### config.mk
export PLATFORM = sky130hd
export DESIGN_NAME = mcsp_port
export DESIGN_NICKNAME = d
export VERILOG_FILES = /design/src/verilog/mcsp_mem.v /design/src/verilog/mcsp_fifo.v /design/src/verilog/mcsp_port.v
export VERILOG_INCLUDE_DIRS = /design/src /design/src/verilog
export SDC_FILE = /design/constraint.sdc
export NUM_CORES = 2
export LEC_CHECK = 0
export BUFFER_PORTS_ARGS = -buffer_cell sky130_fd_sc_hd__buf_2
export CAP_MARGIN = 10
export CORE_AREA = 2 2 570 572
export CTS_CLUSTER_DIAMETER = 50
export CTS_CLUSTER_SIZE = 28
export DETAILED_ROUTE_END_ITERATION = 8
export DIE_AREA = 0 0 572 574
export PLACE_DENSITY_LB_ADDON = 0.3
export SYNTH_ARGS = -nofsm -noshare
export SYNTH_HDL_FRONTEND = slang
export SYNTH_HIERARCHICAL = 1
export SYNTH_SLANG_ARGS = --single-unit
### constraint.sdc
create_clock -name clk_sys -period 9.5 [get_ports clk_sys]
set_input_delay 2.375 -clock clk_sys [delete_from_list [all_inputs] [get_ports clk_sys]]
set_output_delay 2.375 -clock clk_sys [all_outputs]
set_load 0.01 [all_outputs]
### src/verilog/mcsp_defs.vh
// Shared constants for the multichannel serial port
`ifndef MCSP_DEFS_VH
`define MCSP_DEFS_VH
// Word length codes
`define MCSP_WL_8 3'h0
`define MCSP_WL_12 3'h1
`define MCSP_WL_16 3'h2
`define MCSP_WL_20 3'h3
`define MCSP_WL_24 3'h4
`define MCSP_WL_32 3'h5
// Companding codes
`define MCSP_CMP_OFF 2'h0
`define MCSP_CMP_MU 2'h1
`define MCSP_CMP_A 2'h2
// Rate generator reference select
`define MCSP_REF_CPU 2'h0
`define MCSP_REF_GEN 2'h1
`define MCSP_REF_RXC 2'h2
`define MCSP_REF_TXC 2'h3
// Channel and frame limits
`define MCSP_MAX_CHAN 128
`define MCSP_CHAN_BLOCK 32
`define MCSP_FIELD_BITS 1024
`define MCSP_FIELD_WORD 16
// Clock ratio limit: bit clock at most half the system clock
`define MCSP_MIN_DIV 8'h02
// Pin index for general purpose mode
`define MCSP_PIN_REF 0
`define MCSP_PIN_TXD 1
`define MCSP_PIN_RXD 2
`define MCSP_PIN_TFS 3
`define MCSP_PIN_RFS 4
`define MCSP_PIN_TXC 5
`define MCSP_PIN_RXC 6
`define MCSP_NPINS 7
// Transmit buffer depth
`define MCSP_FIFO_DEPTH 32
`endif

### src/verilog/mcsp_mem.v
// Dual port word memory with registered read data
`timescale 1ns/1ps
`default_nettype none
module mcsp_mem #(
   parameter WIDTH = 32,
   parameter AW = 5
) (
   // Clock
   input wire clk_sys,
   // Write port
   input wire wr_en,
   input wire [AW-1:0] wr_addr,
   input wire [WIDTH-1:0] wr_data,
   // Read port
   input wire [AW-1:0] rd_addr,
   output reg [WIDTH-1:0] rd_data
);
   reg [WIDTH-1:0] mem [0:(1<<AW)-1];
   always @(posedge clk_sys) begin
      if (wr_en) begin
         mem[wr_addr] <= wr_data;
      end
      rd_data <= mem[rd_addr];
   end
endmodule // mcsp_mem
`default_nettype wire

### src/verilog/mcsp_fifo.v
// Valid/ready FIFO over a registered memory
`timescale 1ns/1ps
`default_nettype none
module mcsp_fifo #(
   parameter WIDTH = 32,
   parameter AW = 5
) (
   // Clock and reset
   input wire clk_sys,
   input wire rst,
   // Fill side
   input wire in_valid,
   output wire in_ready,
   input wire [WIDTH-1:0] in_data,
   // Drain side
   output reg out_valid,
   input wire out_ready,
   output wire [WIDTH-1:0] out_data
);
   reg [AW:0] wr_ptr;
   reg [AW:0] rd_ptr;
   wire [AW:0] count = wr_ptr - rd_ptr;
   // Last slot kept for the word held at the output
   wire full = (count == (1 << AW) - 1);
   wire empty = (count == {(AW+1){1'b0}});
   wire push = in_valid && !full;
   // Read when output slot is free or being drained
   wire pop = !empty && (!out_valid || out_ready);
   // Reread the held word's slot until the next pop
   wire [AW-1:0] rd_sel = pop ? rd_ptr[AW-1:0] : rd_ptr[AW-1:0] - 1'b1;
   assign in_ready = !full;
   mcsp_mem #(.WIDTH(WIDTH), .AW(AW)) u_mem (
      .clk_sys(clk_sys),
      .wr_en(push),
      .wr_addr(wr_ptr[AW-1:0]),
      .wr_data(in_data),
      .rd_addr(rd_sel),
      .rd_data(out_data)
   );
   always @(posedge clk_sys) begin
      if (rst) begin
         wr_ptr <= {(AW+1){1'b0}};
         rd_ptr <= {(AW+1){1'b0}};
         out_valid <= 1'b0;
      end else begin
         if (push) begin
            wr_ptr <= wr_ptr + 1'b1;
         end
         if (pop) begin
            rd_ptr <= rd_ptr + 1'b1;
            out_valid <= 1'b1;
         end else if (out_ready) begin
            out_valid <= 1'b0;
         end
      end
   end
endmodule // mcsp_fifo
`default_nettype wire

### src/verilog/mcsp_port.v
// Multichannel buffered serial port core
`timescale 1ns/1ps
`default_nettype none
`include "mcsp_defs.vh"
module mcsp_port #(
   parameter DEPTH_AW = 5
) (
   // Clock and reset
   input wire clk_sys,
   input wire rst,
   // Configuration
   input wire [15:0] cfg_ctrl,
   input wire [15:0] cfg_frame,
   input wire [15:0] cfg_srg,
   input wire [15:0] cfg_pin,
   input wire [127:0] rx_chan_en,
   input wire [127:0] tx_chan_en,
   input wire [1023:0] field_pattern,
   // Receive data register
   output reg [15:0] rx_data_reg,
   output reg [15:0] rx_data_hi,
   output reg rx_data_valid,
   input wire rx_data_rd,
   output reg rx_overrun,
   input wire rx_overrun_clr,
   // Transmit data register
   input wire [15:0] tx_data_reg,
   input wire [15:0] tx_data_hi,
   input wire tx_data_wr,
   output reg tx_ready,
   // Notifications
   output reg rx_irq,
   output reg tx_irq,
   output reg rx_event,
   output reg tx_event,
   output reg rx_event_alt,
   output reg tx_event_alt,
   // Serial pins, inputs
   input wire gen_ref_clock_pin,
   input wire serial_rx_pin,
   input wire rx_frame_sync_in,
   input wire tx_frame_sync_in,
   input wire rx_bit_clock_in,
   input wire tx_bit_clock_in,
   input wire serial_tx_in,
   // Serial pins, outputs and enables
   output reg serial_tx_pin,
   output reg serial_tx_oe,
   output reg tx_frame_sync_pin,
   output reg tx_frame_sync_oe,
   output reg rx_frame_sync_pin,
   output reg rx_frame_sync_oe,
   output reg tx_bit_clock_pin,
   output reg tx_bit_clock_oe,
   output reg rx_bit_clock_pin,
   output reg rx_bit_clock_oe,
   // General purpose view of pins
   output reg [6:0] gpio_in
);
   ////////////////////////////////////////////////////////////////////
   // Configuration fields
   wire rx_en = cfg_ctrl[0];
   wire tx_en = cfg_ctrl[1];
   wire [2:0] wl = cfg_ctrl[4:2];
   wire [1:0] cmp = cfg_ctrl[6:5];
   wire lsb_first = cfg_ctrl[7];
   wire clock_halt_mode = cfg_ctrl[8];
   wire field_mode = cfg_ctrl[9];
   wire multichan = cfg_ctrl[10];
   wire block_mode = cfg_ctrl[11];
   wire [1:0] blk_sel = cfg_ctrl[13:12];
   wire [2:0] fs_pol = {1'b0, cfg_frame[1:0]};
   wire rclk_pol = cfg_frame[2];
   wire xclk_pol = cfg_frame[3];
   wire rclk_int = cfg_frame[4];
   wire xclk_int = cfg_frame[5];
   wire rfs_int = cfg_frame[6];
   wire xfs_int = cfg_frame[7];
   wire [6:0] chans = cfg_frame[14:8];
   wire [1:0] ref_sel = cfg_srg[1:0];
   wire [7:0] div_raw = cfg_srg[9:2];
   wire [5:0] fs_per = cfg_srg[15:10];
   wire [6:0] gp_oe = cfg_pin[6:0];
   wire [6:0] gp_out = cfg_pin[13:7];

   // Half-rate clamp on the divider
   wire [7:0] div = (div_raw < `MCSP_MIN_DIV) ? `MCSP_MIN_DIV : div_raw;
   // Halt mode forces one word per frame, one role
   wire one_word = clock_halt_mode || (chans == 7'h00);
   wire tx_master = clock_halt_mode ? rclk_int : xclk_int;
   wire rx_master = rclk_int;

   function [5:0] wl_bits;
      input [2:0] code;
      begin
         case (code)
            `MCSP_WL_8: wl_bits = 6'h08;
            `MCSP_WL_12: wl_bits = 6'h0C;
            `MCSP_WL_16: wl_bits = 6'h10;
            `MCSP_WL_20: wl_bits = 6'h14;
            `MCSP_WL_24: wl_bits = 6'h18;
            default: wl_bits = 6'h20;
         endcase
      end
   endfunction
   wire [5:0] nbits = field_mode ? 6'h01 : wl_bits(wl);

   // Channel enable lookup, single or block of 32
   function chan_ok;
      input [127:0] map;
      input [6:0] ch;
      input blk;
      input [1:0] bs;
      begin
         if (blk) begin
            chan_ok = (ch[6:5] == bs);
         end else begin
            chan_ok = map[ch];
         end
      end
   endfunction

   // Compression of a 16-bit linear sample
   function [7:0] compress;
      input [15:0] s;
      input alaw;
      reg sg;
      reg [15:0] m;
      reg [2:0] e;
      reg [3:0] q;
      integer i;
      begin
         sg = s[15];
         m = sg ? (~s + 16'h0001) : s;
         if (!alaw) begin
            m = (m > 16'h7F7B) ? 16'h7F7B : m;
            m = m + 16'h0084;
         end
         e = 3'h0;
         for (i = 7; i >= 1; i = i - 1) begin
            if (e == 3'h0 && m[i+7]) begin
               e = i[2:0];
            end
         end
         q = (e == 3'h0 && alaw) ? m[7:4] : m[e+3 +: 4];
         if (alaw) begin
            compress = {~sg, e, q} ^ 8'h55;
         end else begin
            compress = ~{sg, e, q};
         end
      end
   endfunction

   // Expansion to 16-bit two's complement
   function [15:0] expand;
      input [7:0] c;
      input alaw;
      reg [7:0] v;
      reg [15:0] m;
      begin
         v = alaw ? (c ^ 8'h55) : ~c;
         if (alaw) begin
            m = (v[6:4] == 3'h0) ? {8'h00, v[3:0], 4'h8} :
               ({7'h00, 1'b1, v[3:0], 4'h8} << (v[6:4] - 3'h1));
            expand = v[7] ? m : (~m + 16'h0001);
         end else begin
            m = ({8'h00, 1'b1, v[3:0], 3'h4} << v[6:4]) - 16'h0084;
            expand = v[7] ? (~m + 16'h0001) : m;
         end
      end
   endfunction

   ////////////////////////////////////////////////////////////////////
   // Pin synchronisers: three stages, change on agreement
   reg [6:0] s1;
   reg [6:0] s2;
   reg [6:0] s3;
   reg [6:0] pin;
   wire [6:0] raw = {rx_bit_clock_in, tx_bit_clock_in, rx_frame_sync_in,
      tx_frame_sync_in, serial_rx_pin, serial_tx_in, gen_ref_clock_pin};
   always @(posedge clk_sys) begin
      if (rst) begin
         s1 <= 7'h00;
         s2 <= 7'h00;
         s3 <= 7'h00;
         pin <= 7'h00;
         gpio_in <= 7'h00;
      end else begin
         s1 <= raw;
         s2 <= s1;
         s3 <= s2;
         pin <= (s2 & s3) | (pin & (s2 | s3));
         gpio_in <= pin;
      end
   end

   ////////////////////////////////////////////////////////////////////
   // Sample rate generator
   reg [7:0] div_cnt;
   reg [5:0] fs_cnt;
   reg gclk;
   reg gfs;
   reg ref_d;
   wire ref_lvl = (ref_sel == `MCSP_REF_GEN) ? pin[`MCSP_PIN_REF] :
      (ref_sel == `MCSP_REF_RXC) ? pin[`MCSP_PIN_RXC] :
      pin[`MCSP_PIN_TXC];
   wire ref_tick = (ref_sel == `MCSP_REF_CPU) || (ref_lvl && !ref_d);
   always @(posedge clk_sys) begin
      if (rst) begin
         div_cnt <= 8'h00;
         fs_cnt <= 6'h00;
         gclk <= 1'b0;
         gfs <= 1'b0;
         ref_d <= 1'b0;
      end else begin
         ref_d <= ref_lvl;
         if (ref_tick) begin
            if (div_cnt >= div - 8'h01) begin
               div_cnt <= 8'h00;
               gclk <= 1'b1;
            end else begin
               div_cnt <= div_cnt + 8'h01;
               if (div_cnt == (div >> 1) - 8'h01) begin
                  gclk <= 1'b0;
               end
            end
            if (div_cnt == 8'h00 && gclk) begin
               fs_cnt <= (fs_cnt == fs_per) ? 6'h00 : fs_cnt + 6'h01;
               gfs <= (fs_cnt == fs_per);
            end
         end
      end
   end

   ////////////////////////////////////////////////////////////////////
   // Clock and sync selection per direction
   wire rclk = rclk_int ? gclk : (pin[`MCSP_PIN_RXC] ^ rclk_pol);
   wire xclk = tx_master ? gclk : (pin[`MCSP_PIN_TXC] ^ xclk_pol);
   wire rfs = rfs_int ? gfs : (pin[`MCSP_PIN_RFS] ^ fs_pol[0]);
   wire xfs = xfs_int ? gfs : (pin[`MCSP_PIN_TFS] ^ fs_pol[1]);
   reg rclk_d;
   reg xclk_d;
   always @(posedge clk_sys) begin
      if (rst) begin
         rclk_d <= 1'b0;
         xclk_d <= 1'b0;
      end else begin
         rclk_d <= rclk;
         xclk_d <= xclk;
      end
   end
   wire r_smp = rclk && !rclk_d;
   wire x_drv = !xclk && xclk_d;

   ////////////////////////////////////////////////////////////////////
   // Receiver
   reg [31:0] rsr;
   reg [5:0] rbit;
   reg [6:0] rch;
   reg [9:0] rpos;
   reg ract;
   reg [31:0] rbuf;
   reg rbuf_full;
   wire r_take = field_mode ? field_pattern[rpos] :
      (!multichan || chan_ok(rx_chan_en, rch, block_mode, blk_sel));
   wire [31:0] rword = (wl == `MCSP_WL_8 && lsb_first) ?
      {24'h000000, rsr[0], rsr[1], rsr[2], rsr[3],
      rsr[4], rsr[5], rsr[6], rsr[7]} : rsr;
   wire [31:0] rlin = (cmp != `MCSP_CMP_OFF) ?
      {16'h0000, expand(rword[7:0], cmp == `MCSP_CMP_A)} : rword;
   reg r_done;
   reg r_end;
   always @(posedge clk_sys) begin
      if (rst) begin
         rsr <= 32'h00000000;
         rbit <= 6'h00;
         rch <= 7'h00;
         rpos <= 10'h000;
         ract <= 1'b0;
         r_done <= 1'b0;
         r_end <= 1'b0;
      end else begin
         r_done <= 1'b0;
         r_end <= 1'b0;
         if (rx_en && r_smp) begin
            if (rfs) begin
               ract <= 1'b1;
               rbit <= 6'h00;
               rch <= 7'h00;
               rpos <= 10'h000;
               rsr <= 32'h00000000;
            end else if (ract) begin
               if (field_mode) begin
                  if (r_take) begin
                     rsr <= {rsr[30:0], pin[`MCSP_PIN_RXD]};
                     rbit <= rbit + 6'h01;
                     r_done <= (rbit == 6'h0F);
                     if (rbit == 6'h0F) begin
                        rbit <= 6'h00;
                     end
                  end
                  rpos <= rpos + 10'h001;
                  if (rpos == 10'h3FF) begin
                     ract <= 1'b0;
                     r_end <= 1'b1;
                  end
               end else begin
                  rsr <= {rsr[30:0], pin[`MCSP_PIN_RXD]};
                  if (rbit == nbits - 6'h01) begin
                     rbit <= 6'h00;
                     r_done <= r_take;
                     rch <= rch + 7'h01;
                     if (one_word || rch == chans) begin
                        ract <= 1'b0;
                        r_end <= 1'b1;
                     end
                  end else begin
                     rbit <= rbit + 6'h01;
                  end
               end
            end
         end
      end
   end
   // Shift register to buffer to data register
   always @(posedge clk_sys) begin
      if (rst) begin
         rbuf <= 32'h00000000;
         rbuf_full <= 1'b0;
         rx_data_reg <= 16'h0000;
         rx_data_hi <= 16'h0000;
         rx_data_valid <= 1'b0;
         rx_overrun <= 1'b0;
      end else begin
         if (r_done) begin
            rbuf <= rlin;
            rbuf_full <= 1'b1;
         end else if (rbuf_full && (!rx_data_valid || rx_data_rd)) begin
            rbuf_full <= 1'b0;
         end
         if (rbuf_full && (!rx_data_valid || rx_data_rd)) begin
            rx_data_reg <= rbuf[15:0];
            rx_data_hi <= rbuf[31:16];
            rx_data_valid <= 1'b1;
         end else if (rx_data_rd) begin
            rx_data_valid <= 1'b0;
         end
         if (r_done && rbuf_full && rx_data_valid && !rx_data_rd) begin
            rx_overrun <= 1'b1;
         end else if (rx_overrun_clr) begin
            rx_overrun <= 1'b0;
         end
      end
   end

   ////////////////////////////////////////////////////////////////////
   // Transmit buffer
   wire f_valid;
   wire [31:0] f_data;
   wire f_in_ready;
   reg f_take;
   mcsp_fifo #(.WIDTH(32), .AW(DEPTH_AW)) u_fifo (
      .clk_sys(clk_sys),
      .rst(rst),
      .in_valid(tx_data_wr),
      .in_ready(f_in_ready),
      .in_data({tx_data_hi, tx_data_reg}),
      .out_valid(f_valid),
      .out_ready(f_take),
      .out_data(f_data)
   );

   // Transmitter
   reg [31:0] xsr;
   reg [5:0] xbit;
   reg [6:0] xch;
   reg [9:0] xpos;
   reg xact;
   reg xload;
   wire x_take = field_mode ? field_pattern[xpos] :
      (!multichan || chan_ok(tx_chan_en, xch, block_mode, blk_sel));
   wire [31:0] xcmp = (cmp != `MCSP_CMP_OFF) ?
      {compress(f_data[15:0], cmp == `MCSP_CMP_A), 24'h000000} : f_data;
   wire [31:0] xal = (cmp != `MCSP_CMP_OFF) ? xcmp :
      (field_mode ? {f_data[15:0], 16'h0000} :
      (f_data << (6'h20 - nbits)));
   wire [31:0] xword = (wl == `MCSP_WL_8 && lsb_first && !field_mode) ?
      {f_data[0], f_data[1], f_data[2], f_data[3], f_data[4], f_data[5],
      f_data[6], f_data[7], 24'h000000} : xal;
   always @(posedge clk_sys) begin
      if (rst) begin
         xsr <= 32'h00000000;
         xbit <= 6'h00;
         xch <= 7'h00;
         xpos <= 10'h000;
         xact <= 1'b0;
         xload <= 1'b1;
         f_take <= 1'b0;
         tx_ready <= 1'b0;
         tx_irq <= 1'b0;
         tx_event <= 1'b0;
         tx_event_alt <= 1'b0;
         serial_tx_pin <= 1'b0;
         serial_tx_oe <= 1'b0;
      end else begin
         f_take <= 1'b0;
         tx_irq <= 1'b0;
         tx_event <= 1'b0;
         tx_event_alt <= 1'b0;
         tx_ready <= f_in_ready;
         if (xload && f_valid && !f_take) begin
            xsr <= xword;
            xload <= 1'b0;
            f_take <= 1'b1;
         end
         if (tx_en && x_drv) begin
            if (xfs) begin
               xact <= 1'b1;
               xbit <= 6'h00;
               xch <= 7'h00;
               xpos <= 10'h000;
            end else if (xact) begin
               serial_tx_oe <= x_take;
               if (x_take) begin
                  serial_tx_pin <= xsr[31];
                  xsr <= {xsr[30:0], 1'b0};
               end
               if (field_mode) begin
                  xpos <= xpos + 10'h001;
                  if (x_take) begin
                     xbit <= (xbit == 6'h0F) ? 6'h00 : xbit + 6'h01;
                     if (xbit == 6'h0F) begin
                        xload <= 1'b1;
                        tx_irq <= 1'b1;
                        tx_event <= 1'b1;
                     end
                  end
                  if (xpos == 10'h3FF) begin
                     xact <= 1'b0;
                     tx_irq <= 1'b1;
                     tx_event_alt <= 1'b1;
                  end
               end else if (xbit == nbits - 6'h01) begin
                  xbit <= 6'h00;
                  xch <= xch + 7'h01;
                  xload <= x_take || xload;
                  tx_irq <= x_take;
                  tx_event <= x_take;
                  if (one_word || xch == chans) begin
                     xact <= 1'b0;
                     tx_event_alt <= 1'b1;
                  end
               end else begin
                  xbit <= xbit + 6'h01;
               end
            end else begin
               serial_tx_oe <= 1'b0;
            end
         end
         if (!tx_en && gp_oe[`MCSP_PIN_TXD]) begin
            serial_tx_oe <= 1'b1;
            serial_tx_pin <= gp_out[`MCSP_PIN_TXD];
         end
      end
   end

   ////////////////////////////////////////////////////////////////////
   // Receive notifications and pin drivers
   always @(posedge clk_sys) begin
      if (rst) begin
         rx_irq <= 1'b0;
         rx_event <= 1'b0;
         rx_event_alt <= 1'b0;
         tx_frame_sync_pin <= 1'b0;
         tx_frame_sync_oe <= 1'b0;
         rx_frame_sync_pin <= 1'b0;
         rx_frame_sync_oe <= 1'b0;
         tx_bit_clock_pin <= 1'b0;
         tx_bit_clock_oe <= 1'b0;
         rx_bit_clock_pin <= 1'b0;
         rx_bit_clock_oe <= 1'b0;
      end else begin
         rx_irq <= r_done || (field_mode && r_end);
         rx_event <= r_done;
         rx_event_alt <= r_end;
         tx_frame_sync_oe <= xfs_int || (!tx_en && gp_oe[`MCSP_PIN_TFS]);
         tx_frame_sync_pin <= xfs_int ? (gfs ^ fs_pol[1]) :
            gp_out[`MCSP_PIN_TFS];
         rx_frame_sync_oe <= rfs_int || (!rx_en && gp_oe[`MCSP_PIN_RFS]);
         rx_frame_sync_pin <= rfs_int ? (gfs ^ fs_pol[0]) :
            gp_out[`MCSP_PIN_RFS];
         tx_bit_clock_oe <= tx_master || (!tx_en && gp_oe[`MCSP_PIN_TXC]);
         tx_bit_clock_pin <= tx_master ? (gclk ^ xclk_pol) :
            gp_out[`MCSP_PIN_TXC];
         rx_bit_clock_oe <= rx_master || (!rx_en && gp_oe[`MCSP_PIN_RXC]);
         rx_bit_clock_pin <= rx_master ? (gclk ^ rclk_pol) :
            gp_out[`MCSP_PIN_RXC];
      end
   end
endmodule // mcsp_port
`default_nettype wire

==> impl_metrics.toml <==
[global_route]
grt_max_degree = 116
grt_pass1_wl_mm = 477
overflow = 0
grt.total_usage_pct = 20.7
grt_pass1_vias = 57300
antenna_found_initial = 167

[detailed_routing]
wl_mm = 354
dr.pass1.iters = 5
drt-wirelength-per-cell_um = 31.1
route.detailed.drc = 0
drt_iter0_drc = 4947
vias_per_cell = 5.13
vias = 58400
drtAntennaViolNets = 0

[status]
status = "finished clean"

[layout]
largest_register = "u_fifo/u_mem/mem"
area_growth_pct = 22.1
drive_gt1_share_pct = 37.1
final_cells = 11400
fin_area_um2 = 91400
fin_nets = 8308
largest_register_ffs = 1024

[clock_network]
cts_num_sinks = 1323
cts_tree = "built"
path_clk_slew_ps = 80
cts_resized = 0
cts_buffers = 118
clockRootBuffer = "clkbuf_16"
htreeDepth = 3
ctsLongestPathBuffers = 3
worstSkewPairLatency_ps = 800
ctsHoldBuffers = 0
cts_setup_buffers = 0

[logic_synthesis]
syn_nets = 7054
synthesis.instances = 5628
ys.flop_type = "edfxtp_1"
synthTopCellsByCount = "edfxtp_1 (1024), mux4_2 (637), mux2i_1 (628)"
synth_top_area_share_pct = 41.1
synth_seq_cells = 1323
synth_cell_types = 108
synthArstFlopShare_pct = 0
yosysWarnings = 6
yosysSeqAreaShare_pct = 49.1
synth_most_common_cell = "edfxtp_1"
netlist.top_cell.by_area = "edfxtp_1"
synth_edf_count = 1024
syn_avg_cell_area_um2 = 13.3
synth.area.top_cells = "edfxtp_1 (41%), mux4_2 (19%), mux2i_1 (8.4%)"
synth.cell_area_um2 = 74900

[setup_path]
cp_max_fo = 18
reg2reg_depth = 17
cp-start-kind = "input pin"
reg2reg_to = "xsr[24]"
rrSetupSlack_ps = 3060
cp-end-kind = "register"
cp_data_arrival_time_ps = 7300
cp.required_ps = 10150
r2r-start = "u_fifo/u_mem/rd_data[5]"
path_class = "in2reg"

[hold_path]
hold_end = "s2[0]"
hold_path_class = "reg2reg"
min-delay-start = "s1[0]"
hold_depth = 1

[power_and_ir_drop]
peakVddDrop_uv = 395
total_power_w = 0.0205
power.static_leakage_nw = 31.8
powerDensity_nw_per_um2 = 225

[die]
rows = 209
die_h_um = 574
ios = 1446
die_w_um = 572
start_util_pct = 23.2
fp.coreArea_um2 = 323000
die-area_um2 = 328000

[sta]
max_freq_mhz = 150
finalHoldViolCount = 0
setup_ws_ps = 2850
timing.final.crit_share_pct = 70.0
setup_tns_ps = 0
drv_slew = 0
setup_viol = 0
finClkSkew_ps = 123
tightestPinTransition_ps = 1200
layout_min_cycle_time_ps = 6650
maxSlewHeadroom_pct = 20.2
rsz0062_at_grt = "false"

[place]
place_hpwl_mm = 271
place_worst_setup_slack_ps = 2130
place_area_um2 = 87000
dpl.cell_count = 11100
io_buffers = 1436
gp_congestion = 0.939

[job]
drv_cap = 0
per-layer routing:
metal | wire length [µm] | up-vias | part of all wire [%] | GRT usage (%)
li1 | - | 25300 | - | -
met1 | 155000 | 30100 | 44 | 28.1
met2 | 161000 | 2472 | 46 | 32.8
met3 | 24800 | 520 | 7.0 | 4.44
met4 | 12500 | 64 | 3.5 | 6.63
met5 | 423 | - | 0.12 | 0
placed cells by master (no fill, tap or decap), types with 59 or more instances in the layout:
cell type,instances
a22o_1,78
a22oi_1,225
mux4_2,637
a21oi_1,309
buf_2,1435
o21ai_0,88
nand2_1,354
xor2_1,59
nor2b_1,62
edfxtp_1,1024
clkbuf_16,119
diode_2,87
nand3_1,168
xnor2_1,83
nor2_1,292
buf_4,151
o22ai_1,64
dfxtp_1,284
mux2i_1,628
a31oi_1,65
nor3_1,79
worst max-delay path by stage:
stage	depth (start not counted)	slack [ps]	from	to
after floorplan	17	2810	cfg_ctrl[4]	rbuf[12]
after global placement	18	2050	cfg_ctrl[4]	rbuf[12]
after detailed placement	18	2130	cfg_ctrl[4]	rbuf[12]
after CTS	18	2930	cfg_ctrl[4]	rbuf[12]
after global routing	18	2480	cfg_ctrl[4]	rbuf[12]
final	18	2850	cfg_ctrl[4]	rbuf[12]
power breakdown:
part	internal [W]	switching (W)	leakage [nW]
clock network	0.00260	0.00255	2.05
logic	0.00328	0.00554	18.0
registers	0.00638	0.000184	11.7
area by class of cell:
class | count | area [µm²]
Fill cell | 33300 | 231000
Inverter | 53 | 199
Multi-Input combinational cell | 3790 | 36100
Clock inverter | 99 | 1260
Timing Repair Buffer | 1596 | 8510
Tap cell | 4325 | 5410
Sequential cell | 1323 | 36800
Antenna cell | 87 | 218
Clock buffer | 123 | 3000
through the flow:
step / hold WS [ps] / utilization [%]
finish: 439 / 28.3
global route: 454 / 28.3
CTS: 423 / 28.3
detailed placement: 425 / 26.9
global placement: 419 / 26.9
floorplan: 414 / -
cells by family (layout without fill, tap and decap cells):
family          after synthesis  after routing  synth area share (%)
simple gates               1265           1265                  8.11
mux                        1272           1272                  27.7
compound gates             1071           1071                  9.72
xor+xnor                    144            144                  1.69
other cells                   0             87                     0
flops                      1323           1323                  49.1
fa+ha+maj                    38             38                 0.645
buf+inv                     515           1871                  3.10
worst max-delay path: stages:
cell,delay [ps]
buf_2,210
or4b_1,560
buf_4,230
mux2i_1,300
xnor2_1,100
buf_4,180
inv_1,320
ha_1,240
ha_1,170
clkinv_1,210
ha_1,330
xor2_1,230
a2111oi_0,560
nand3_1,230
nor2_1,280
o22ai_1,110
or3_1,380
o221a_2,250
No activity file was read; power rests on OpenSTA's default activity.
